## config.mk

```make
export PLATFORM = sky130hd
export DESIGN_NAME = iexb_host
export DESIGN_NICKNAME = d
export VERILOG_FILES = /design/src/iexb_pkg.sv /design/src/iexb_host.sv /design/src/iexb_sync.sv
export SDC_FILE = /design/constraint.sdc
export NUM_CORES = 1
export LEC_CHECK = 0
export BUFFER_PORTS_ARGS = -buffer_cell sky130_fd_sc_hd__buf_2
export CORE_MARGIN = 10
export CORE_UTILIZATION = 25
export DETAILED_ROUTE_END_ITERATION = 8
export GPL_TIMING_DRIVEN = 0
export MAX_ROUTING_LAYER = met4
export PLACE_DENSITY = 0.43
export SYNTH_ARGS = -nofsm -noshare
export SYNTH_HDL_FRONTEND = slang
export SYNTH_SLANG_ARGS = --single-unit
```

## constraint.sdc

```tcl
create_clock -name core_clk -period 6 [get_ports core_clk]
set_input_delay 0.3 -clock core_clk [delete_from_list [all_inputs] [get_ports core_clk]]
set_output_delay 0.3 -clock core_clk [all_outputs]
set_load 0.01 [all_outputs]
```

## src/iexb_pkg.sv

```systemverilog
/*
 * Package for the expansion bus host: command codes, bus timing counts,
 * the low-megabyte address top and state encodings.
 * Assumes a 40 MHz core clock; the divider, oscillator step and master limit derive from it.
 */
package iexb_pkg;

    // Core clock period in picoseconds
    localparam int CORE_PERIOD_PS = 25000;

    // Bus clock divider: half period in core cycles (bus clock = core / 6)
    localparam logic [3:0] BCLK_HALF = 4'h3;

    // Oscillator output, 14.31818 MHz, made from a 32-bit phase accumulator.
    // Step = f_osc / f_core * 2^32 = 0.3579545 * 2^32
    localparam logic [31:0] OSC_STEP = 32'h5ba2_e8b9;

    // Length of the master hold limit, in microseconds, and in core cycles
    localparam int MASTER_MAX_US  = 15;
    localparam int MASTER_MAX_CYC = (MASTER_MAX_US * 1000000) / CORE_PERIOD_PS;

    // Strobe timing in bus clock falling edges
    localparam logic [3:0] WAIT_8BIT  = 4'h4;  // Default 8-bit cycle length
    localparam logic [3:0] WAIT_16BIT = 4'h1;  // One wait state for 16-bit select
    localparam logic [3:0] WAIT_ZERO  = 4'h0;  // Zero wait state request

    // Top of the lowest one megabyte: address bits 23..20 zero
    localparam logic [3:0] LOW_MEG_TOP = 4'h0;

    // Command codes on the processor side
    typedef enum logic [2:0] {
        IEXB_CMD_MRD  = 3'h0,
        IEXB_CMD_MWR  = 3'h1,
        IEXB_CMD_IORD = 3'h2,
        IEXB_CMD_IOWR = 3'h3,
        IEXB_CMD_REF  = 3'h4
    } iexb_cmd_t;

    // Bus cycle states, one-hot
    typedef enum logic [5:0] {
        IEXB_IDLE   = 6'h01,
        IEXB_ALE    = 6'h02,
        IEXB_STROBE = 6'h04,
        IEXB_WAIT   = 6'h08,
        IEXB_DMA    = 6'h10,
        IEXB_DONE   = 6'h20
    } iexb_state_t;

endpackage : iexb_pkg

```

## src/iexb_host.sv

```systemverilog
/*
 * Host end of the stacked expansion bus: bus clock and oscillator, reset
 * drive, address latching, memory and I/O strobes, 8/16-bit sizing with
 * wait states, DMA request ranking and acknowledge, refresh, bus-master
 * watchdog and interrupt ranking.
 * Assumes a processor-side request port on core_clk and a testbench that
 * resolves the two-way pins from the enables.
 */
// Overview of operation
// - Unlatched upper address; sixteen-bit data path
// - Card pulls ready low to extend cycle
// - Card pulls channel check low on parity
// - I/O read strobe: card drives data
// - I/O write strobe: card captures data
// - Card holds DMA request until done
// - Refresh marks refresh; master may drive it
// - Bus high enable marks valid upper byte
// - Master released within fifteen microseconds
// - Sixteen-bit select gives one wait state
// - Zero wait ends cycle; oscillator output runs
`timescale 1ns/10ps
module iexb_host
    import iexb_pkg::*;
#(
    parameter int MASTER_LIMIT = MASTER_MAX_CYC  // Cycles a card may hold the bus
) (
    input  wire logic        core_clk,
    input  wire logic        sys_rst,
    input  wire logic        power_fail,     // Power-up or low line voltage
    // Processor request port
    input  wire logic        req_valid,
    output logic             req_ready,
    input  wire logic [2:0]  req_cmd,
    input  wire logic [23:0] req_addr,
    input  wire logic [15:0] req_wdata,
    input  wire logic        req_wide,       // Processor asks for 16 bits
    output logic             rsp_valid,
    output logic [15:0]      rsp_rdata,
    // DMA controller side
    input  wire logic [7:0]  dma_tc_hit,     // Channel reaching terminal count
    output logic [7:0]       dma_grant,      // One-hot granted channel
    // Interrupt side
    output logic [3:0]       irq_top,        // Highest-priority pending request number
    output logic             irq_any,
    output logic             chk_err,        // Channel check seen
    output logic             master_over,    // Master held beyond limit
    // Bus pins
    output logic             bus_clk,
    output logic             bus_osc,
    output logic             rst_drive,
    output logic [19:0]      sa_out,
    output logic             sa_oe,
    output logic [23:17]     la_out,
    output logic             la_oe,
    input  wire logic [15:0] sd_in,
    output logic [15:0]      sd_out,
    output logic             sd_oe,
    output logic             ale,
    output logic             ior_n,
    output logic             iow_n,
    output logic             memr_n,
    output logic             memw_n,
    output logic             smemr_n,
    output logic             smemw_n,
    output logic             strobe_oe,      // Drives the four two-way strobes
    output logic             sbhe_n,
    output logic             refresh_out_n,
    output logic             refresh_oe,
    input  wire logic        refresh_in_n,
    output logic             aen,
    output logic             tc,
    output logic [7:0]       dack_n,
    input  wire logic [7:0]  drq,
    input  wire logic [15:0] irq,
    input  wire logic        chrdy,
    input  wire logic        chck_n,
    input  wire logic        master_n,
    input  wire logic        memcs16_n,
    input  wire logic        iocs16_n,
    input  wire logic        zws_n
);

    ////////////////////////////////////////////////////////////////////////
    // Pin synchronisers
    logic [31:0] raw_pins;  // Gathered asynchronous pins
    logic [31:0] syn_pins;
    assign raw_pins = {drq, irq, chrdy, chck_n, master_n, memcs16_n,
                       iocs16_n, zws_n, refresh_in_n, power_fail};
    // Idle levels: strobe-type pins high, requests and power fail low
    iexb_sync #(.W(32), .INIT(32'h0000_00fe)) u_sync (
        .core_clk (core_clk),
        .sys_rst  (sys_rst),
        .pin_in   (raw_pins),
        .pin_sync (syn_pins)
    );
    wire [7:0]  s_drq   = syn_pins[31:24];
    wire [15:0] s_irq   = syn_pins[23:8];
    wire        s_rdy   = syn_pins[7];
    wire        s_chk_n = syn_pins[6];
    wire        s_mst_n = syn_pins[5];
    wire        s_m16_n = syn_pins[4];
    wire        s_i16_n = syn_pins[3];
    wire        s_zws_n = syn_pins[2];

    ////////////////////////////////////////////////////////////////////////
    // Bus clock and oscillator
    logic [3:0]  bclk_cnt;  // Divider count
    logic [31:0] osc_acc;   // Phase accumulator
    logic        bclk_fall; // Core cycle where the bus clock falls
    assign bclk_fall = (bclk_cnt == BCLK_HALF - 4'h1) && bus_clk;

    // Bus clock divided from the core clock, unrelated to the processor clock
    always_ff @(posedge core_clk) begin
        if (sys_rst) begin
            bclk_cnt <= 4'h0;
            bus_clk  <= 1'b0;
        end else if (bclk_cnt == BCLK_HALF - 4'h1) begin
            bclk_cnt <= 4'h0;
            bus_clk  <= ~bus_clk;
        end else begin
            bclk_cnt <= bclk_cnt + 4'h1;
        end
    end

    // Oscillator is held at zero phase while sys_rst is high and runs after, also through a power-fail reset drive
    always_ff @(posedge core_clk) begin
        if (sys_rst) osc_acc <= 32'h0;
        else         osc_acc <= osc_acc + OSC_STEP;
    end
    assign bus_osc = osc_acc[31];

    // Reset drive follows board reset and power condition
    always_ff @(posedge core_clk) begin
        rst_drive <= sys_rst | syn_pins[0];
    end

    ////////////////////////////////////////////////////////////////////////
    // DMA and interrupt ranking
    // Fixed DMA rank: 0,1,2,3,5,6,7 (channel 4 is cascade, never granted)
    function automatic logic [7:0] dma_pick(input logic [7:0] r);
        logic [7:0] g;
        g = 8'h00;
        for (int i = 7; i >= 0; i--) begin
            if (i != 4 && r[i]) g = 8'h01 << i;
        end
        return g;
    endfunction : dma_pick

    // Interrupt rank: 9,10,11,12,13,15,3,4,5,6,7
    function automatic logic [3:0] irq_pick(input logic [15:0] r);
        logic [3:0] n;
        n = 4'h0;
        for (int i = 7; i >= 3; i--) if (r[i]) n = 4'(i);
        for (int i = 15; i >= 9; i--) if (i != 14 && r[i]) n = 4'(i);
        return n;
    endfunction : irq_pick

    wire [15:0] irq_live = s_irq & 16'hbef8;  // Inputs present on the bus
    always_ff @(posedge core_clk) begin
        if (sys_rst) begin
            irq_top <= 4'h0;
            irq_any <= 1'b0;
            chk_err <= 1'b0;
        end else begin
            irq_top <= irq_pick(irq_live);
            irq_any <= |irq_live;
            chk_err <= ~s_chk_n;
        end
    end

    ////////////////////////////////////////////////////////////////////////
    // Bus cycle sequencer
    iexb_state_t state, next_state;
    logic [2:0]  cmd;       // Held command
    logic        wide;      // Transfer is 16 bits
    logic [3:0]  wcnt;      // Remaining wait edges
    logic [7:0]  grant;     // Held DMA grant
    logic [31:0] mst_cnt;   // Cycles the master line has been low

    wire [7:0] pick     = dma_pick(s_drq);
    wire       low_meg  = (req_addr[23:20] == LOW_MEG_TOP);
    wire       is_mem   = (cmd == IEXB_CMD_MRD) || (cmd == IEXB_CMD_MWR);
    wire       in_str   = (state == IEXB_STROBE) || (state == IEXB_WAIT);
    wire       foreign  = ~s_mst_n;  // A card owns the bus
    wire       sel16    = is_mem ? ~s_m16_n : ~s_i16_n;

    always_comb begin
        next_state = state;
        case (state)
            IEXB_IDLE:   begin
                if (foreign)         next_state = IEXB_IDLE;
                // Start only on a bus clock edge, so a request that just
                // ended has left the synchroniser and is not granted twice
                else if (|pick)      next_state = bclk_fall ? IEXB_DMA : IEXB_IDLE;
                else if (req_valid)  next_state = IEXB_ALE;
            end
            IEXB_ALE:    if (bclk_fall) next_state = IEXB_STROBE;
            IEXB_STROBE: if (bclk_fall) next_state = IEXB_WAIT;
            IEXB_WAIT:   begin
                if (bclk_fall && (wcnt == 4'h0 || !s_zws_n) && s_rdy)
                    next_state = IEXB_DONE;
            end
            IEXB_DMA:    if (bclk_fall && (wcnt == 4'h0) && s_rdy)
                             next_state = IEXB_DONE;
            IEXB_DONE:   next_state = IEXB_IDLE;
            default:     next_state = IEXB_IDLE;
        endcase
    end
    assign req_ready = (state == IEXB_IDLE) && !foreign && !(|pick);

    // State register
    always_ff @(posedge core_clk) begin
        if (sys_rst) state <= IEXB_IDLE;
        else         state <= next_state;
    end

    // Latch the request and set the wait budget
    always_ff @(posedge core_clk) begin
        if (sys_rst) begin
            cmd   <= IEXB_CMD_MRD;
            wide  <= 1'b0;
            wcnt  <= WAIT_8BIT;
            grant <= 8'h00;
        end else if (state == IEXB_IDLE) begin
            cmd   <= req_cmd;
            wide  <= req_wide;
            wcnt  <= WAIT_8BIT;
            grant <= pick;
            if (|pick) wide <= |(pick & 8'he0);
        end else if (state == IEXB_STROBE && bclk_fall) begin
            if (!s_zws_n)   wcnt <= WAIT_ZERO;
            else if (sel16) wcnt <= WAIT_16BIT;
            wide <= wide & sel16;
        end else if (bclk_fall && wcnt != 4'h0 && s_rdy) begin
            wcnt <= wcnt - 4'h1;
        end
    end

    // Address, data and strobes
    always_ff @(posedge core_clk) begin
        if (sys_rst) begin
            sa_out <= 20'h0;
            la_out <= 7'h0;
            sd_out <= 16'h0;
            smemr_n <= 1'b1;
            smemw_n <= 1'b1;
            rsp_rdata <= 16'h0;
        end else if (state == IEXB_IDLE && req_ready && req_valid) begin
            sa_out  <= req_addr[19:0];
            la_out  <= req_addr[23:17];
            sd_out  <= req_wdata;
            smemr_n <= !(req_cmd == IEXB_CMD_MRD && low_meg);
            smemw_n <= !(req_cmd == IEXB_CMD_MWR && low_meg);
        end else if (state == IEXB_WAIT && next_state == IEXB_DONE) begin
            rsp_rdata <= wide ? sd_in : {8'h00, sd_in[7:0]};
            smemr_n   <= 1'b1;  // System strobes end with the cycle
            smemw_n   <= 1'b1;
        end
    end

    // Refresh commands mark the cycle; no DMA pending is needed
    wire host_ref = (cmd == IEXB_CMD_REF) && (in_str || state == IEXB_ALE);
    assign ale           = (state == IEXB_ALE) || (state == IEXB_DMA);
    assign memr_n        = !(in_str && (cmd == IEXB_CMD_MRD || cmd == IEXB_CMD_REF));
    assign memw_n        = !(in_str && cmd == IEXB_CMD_MWR);
    assign ior_n         = !((in_str && cmd == IEXB_CMD_IORD)
                             || (state == IEXB_DMA && 1'b0));
    assign iow_n         = !(in_str && cmd == IEXB_CMD_IOWR);
    assign strobe_oe     = !foreign;
    assign sa_oe         = !foreign;
    assign la_oe         = !foreign;
    assign sd_oe         = in_str && (cmd == IEXB_CMD_MWR || cmd == IEXB_CMD_IOWR);
    assign sbhe_n        = !(wide && state != IEXB_IDLE);
    assign refresh_out_n = !host_ref;
    assign refresh_oe    = !foreign;  // A master may drive refresh itself
    assign aen           = (state == IEXB_DMA);
    assign dack_n        = ~((state == IEXB_DMA) ? grant : 8'h00);
    assign dma_grant     = (state == IEXB_DMA) ? grant : 8'h00;
    assign rsp_valid     = (state == IEXB_DONE) && (grant == 8'h00);

    // Terminal count pulse at the end of a DMA transfer that hit it
    always_ff @(posedge core_clk) begin
        if (sys_rst) tc <= 1'b0;
        else         tc <= (state == IEXB_DMA) && (next_state == IEXB_DONE)
                           && |(grant & dma_tc_hit);
    end

    // Watch the master line against its hold limit
    always_ff @(posedge core_clk) begin
        if (sys_rst || s_mst_n) begin
            mst_cnt     <= 32'h0;
            master_over <= 1'b0;
        end else begin
            if (mst_cnt != 32'(MASTER_LIMIT)) mst_cnt <= mst_cnt + 32'h1;
            else                              master_over <= 1'b1;
        end
    end

    ////////////////////////////////////////////////////////////////////////
    // Checks
    read_write_excl_a: assert property (@(posedge core_clk) disable iff (sys_rst)
        !(!ior_n && !iow_n) && !(!memr_n && !memw_n))
        else $error("read and write strobes together");
    smem_low_a: assert property (@(posedge core_clk) disable iff (sys_rst)
        (!smemr_n && in_str) |-> (la_out[23:20] == LOW_MEG_TOP))
        else $error("system memory read above one megabyte");
    smemw_low_a: assert property (@(posedge core_clk) disable iff (sys_rst)
        (!smemw_n && in_str) |-> (la_out[23:20] == LOW_MEG_TOP))
        else $error("system memory write above one megabyte");
    dma_ale_a: assert property (@(posedge core_clk) disable iff (sys_rst)
        aen |-> ale)
        else $error("latch enable low in DMA cycle");
    dack_one_a: assert property (@(posedge core_clk) disable iff (sys_rst)
        $onehot0(~dack_n) && dack_n[4])
        else $error("more than one DMA acknowledge");
    dma_rank_a: assert property (@(posedge core_clk) disable iff (sys_rst)
        (state == IEXB_IDLE && s_drq[0] && !foreign) |=> (grant == 8'h01))
        else $error("channel 0 not granted first");
    tc_pulse_a: assert property (@(posedge core_clk) disable iff (sys_rst)
        tc |=> !tc)
        else $error("terminal count longer than a pulse");
    rst_drive_a: assert property (@(posedge core_clk)
        sys_rst |=> rst_drive)
        else $error("reset drive low during reset");
endmodule : iexb_host

```

## src/iexb_sync.sv

```systemverilog
/*
 * Two-flip-flop synchroniser for a vector of bus pins.
 * Assumes the pins are asynchronous to core_clk; the first stage is read by
 * the second stage only.
 */
`timescale 1ns/10ps
module iexb_sync #(
    parameter int W     = 1,
    parameter logic [W-1:0] INIT = '0
) (
    input  wire logic         core_clk,
    input  wire logic         sys_rst,
    input  wire logic [W-1:0] pin_in,
    output logic      [W-1:0] pin_sync
);
    logic [W-1:0] meta;  // First stage, read only by the second

    // Two stages; reset to the idle level of the pins
    always_ff @(posedge core_clk) begin
        if (sys_rst) begin
            meta     <= INIT;
            pin_sync <= INIT;
        end else begin
            meta     <= pin_in;
            pin_sync <= meta;
        end
    end
endmodule : iexb_sync
```

==> load_flow_metrics.sql <==
INSERT INTO impl_metrics (metric_group, metric, value, unit) VALUES
('clock_tree', 'hold_buffers', '43', ''),
('worst_setup_path', 'critical_path_arrival', '2.67', 'ns'),
('timing', 'post-route-worst-setup-slack', '3.03', 'ns'),
('clock_tree', 'cts-buffers-inserted', '25', ''),
('power_and_ir_drop', 'power.density_cell_area', '310', 'nW/um^2'),
('flow_run', 'max_cap_violations', '0', ''),
('synthesis', 'most_instantiated_cells_after_synthesis', '207 x dfxtp_1, 153 x nand2_1, 95 x a21oi_1', ''),
('synthesis', 'synth_fp_nets', '1074', ''),
('final_layout', 'insertedDiodeCount', '0', ''),
('timing', 'fin_crit_sh', '49.6', '%'),
('die', 'core.rowCount', '66', ''),
('global_route', 'grt_use_met3', '2.93', '%'),
('worst_setup_path', 'critPathSlowestCell', 'clkbuf_1', ''),
('worst_setup_path', 'timing.critical_path.buf_inv', '4', ''),
('synthesis', 'netlist_area', '8370', 'um^2'),
('worst_setup_path', 'critPathTopFamily', 'buffers and inverters', ''),
('clock_tree', 'cts_max_level', '1', ''),
('synthesis', 'synthesis.yosys.warnings', '0', ''),
('synthesis', 'asyncSetResetFlopFracSynth', '0', '%'),
('timing', 'fin_worst_skew', '0.0119', 'ns'),
('synthesis', 'synth_enable_flop_cells', '0', ''),
('timing', 'clock.fmax', '336', 'MHz'),
('final_layout', 'ff_latch_area', '4140', 'um^2'),
('global_route', 'gr-max-usage-layer', 'met2', ''),
('synthesis', 'synth_cells', '965', ''),
('global_route', 'grt_use_total', '12.7', '%'),
('drt', 'route.detailed.drc', '0', ''),
('final_layout', 'filler_instances', '3509', ''),
('worst_setup_path', 'crit_path_top_cell_by_count', 'buf_2', ''),
('power_and_ir_drop', 'power.static_leakage', '4.41', 'nW'),
('clock_tree', 'clock-root-buffer', 'clkbuf_16', ''),
('run_status', 'run_status', 'finished clean', ''),
('clock_tree', 'post_cts.resized_instances', '0', ''),
('clock_tree', 'clk_lat_worst_skew', '0.52', 'ns'),
('global_route', 'met1_track_demand_over_resource_in_global_routing', '16.2', '%'),
('worst_setup_path', 'worst-path-max-fanout', '10', ''),
('power_and_ir_drop', 'power.total', '0.00344', 'W'),
('worst_setup_path', 'cpPeakStageDelay', '0.44', 'ns'),
('final_layout', 'area.growth.synth_to_final', '32.5', '%'),
('final_layout', 'multi_input_area', '3850', 'um^2'),
('timing', 'rsz0062_at_grt', 'false', ''),
('clock_tree', 'cts-root-to-sink-buffers', '3', ''),
('global_route', 'grt_first_pass_wirelength', '41600', 'um'),
('synthesis', 'fraction_of_the_yosys_area_taken_by_sequential_cells', '49.5', '%'),
('final_layout', 'nets', '1338', ''),
('place', 'gp_congestion', '0.781', ''),
('worst_hold_path', 'min_path_type', 'in2reg', ''),
('global_route', 'via_count_of_the_first_global_routing_pass', '7298', ''),
('place', 'port-buffer-count', '194', ''),
('clock_tree', 'postCtsSetupBuffers', '0', ''),
('worst_setup_path', 'worst_setup_ep_type', 'output pin', ''),
('die', 'core_area', '32800', 'um^2'),
('clock_tree', 'cts.reportedPaths.clkPinSlew', '0.06', 'ns'),
('synthesis', 'synth-main-ff-cell', 'dfxtp_1', ''),
('die', 'die_area', '41200', 'um^2'),
('timing', 'timing_hold_violations_final', '0', ''),
('drt', 'route.final.wire_length', '26500', 'um'),
('place', 'placedInstanceArea', '9890', 'um^2'),
('die', 'design.portCount', '206', ''),
('die', 'die_y', '203', 'um'),
('synthesis', 'yosys.cell_count.top_type', 'dfxtp_1', ''),
('timing', 'timing.final.max_slew_violations', '0', ''),
('synthesis', 'ys_seq_elements', '207', ''),
('clock_tree', 'cts_tree', 'yes', ''),
('clock_tree', 'cts.sink_count', '207', ''),
('global_route', 'antenna_violations_before_repair', '0', ''),
('synthesis', 'synth_top_area_share', '49.5', '%'),
('worst_setup_path', 'required', '5.70', 'ns'),
('synthesis', 'ys_top_cells_by_area', 'dfxtp_1 50%, nand2_1 6.9%, a21oi_1 5.7%, nor2b_1 3.7%, nor2_1 3.6%', ''),
('synthesis', 'post_synth_num_cell_types', '70', ''),
('synthesis', 'syn_avg_cell_area', '8.67', 'um^2');
layer usage:
layer  part of all wire, %  up-vias
met5                     0        -
met4                   1.6        0
met1                    47     3421
li1                      -     3819
met3                   6.9       39
met2                    44      200
sequential cells by signal, summed over array words and instances, names as in the netlist, 3 cells and up:
| register | cells |
|---|---|
| u_sync.pin_sync | 25 |
| state | 6 |
| la_out | 5 |
| cmd | 3 |
| osc_acc | 32 |
| wcnt | 4 |
| sa_out | 19 |
| bclk_cnt | 4 |
| grant | 7 |
| irq_top | 4 |
| rsp_rdata | 16 |
| mst_cnt | 32 |
| u_sync.meta | 25 |
| sd_out | 16 |
per-stage QoR:
stage | hold WS (ns) | util (%)
after floorplan | 0.363 | -
after global placement | 0.366 | 30.2
after detailed placement | 0.371 | 30.2
after CTS | 0.000112 | 33.8
after global routing | 0.00548 | 33.8
final | 0.0213 | 33.8
where the power goes:
group	total, W	switching [W]	internal, W	leakage, nW
clock	0.00142	0.000579	0.000838	0.380
combinational	0.000469	0.000251	0.000218	2.34
sequential	0.00155	0.0000788	0.00147	1.69
path summary, 6_finish.rpt:
kind / start / to / slack, ns / cells past startpoint
worst max-delay path: state[3] / req_ready / 3.03 / 7
worst min-delay path: drq[2] / u_sync.meta[26] / 0.02 / 2
worst max register to register: wcnt[0] / rsp_rdata[14] / 3.52 / 7
worst min register to register: u_sync.pin_sync[6] / chk_err / 0.38 / 1
cell type report:
| cell class | count | area share [%] |
|---|---|---|
| clock inverters | 10 | 0.734 |
| well taps | 442 | 4.99 |
| multi-input cells | 676 | 34.7 |
| flip-flops and latches | 207 | 37.4 |
| repair buffers | 237 | 12.6 |
| inverters | 27 | 0.914 |
| plain buffers | 55 | 2.49 |
| clock buffers | 32 | 6.15 |
worst register-to-register path, delay by kind of cell (launching register included):
family | cells | cell delay, ns
fa+ha+maj | 1 | 0.20
compound gates | 2 | 0.77
buf+inv | 2 | 0.47
simple gates | 2 | 0.64
flops | 1 | 0.32
cell families after synthesis:
logic type / share of synthesized area, %
AND/OR/NAND/NOR: 27.1
flip-flops: 49.5
AO/OA/AOI/OAI: 11.9
buffers and inverters: 4.52
XOR/XNOR: 5.34
adder cells (fa/ha/maj): 0.897
multiplexers: 0.658
other: 0.0897
placed cells by master, fill, tap and decap left out, drive strengths merged, types with 8 or more instances in the layout:
cell type	n
nor2	81
dlygate4sd3	43
clkinv	9
buf	212
xnor2	31
nor3	26
xor2	20
a21oi	95
inv	26
o21ai	16
clkbuf	69
nand4	12
nand3	25
or2	15
nand3b	8
nor2b	49
nand2	153
and3	8
or3	10
dfxtp	207
nor4	26
Note: power is estimated with default switching activity, not from simulation.
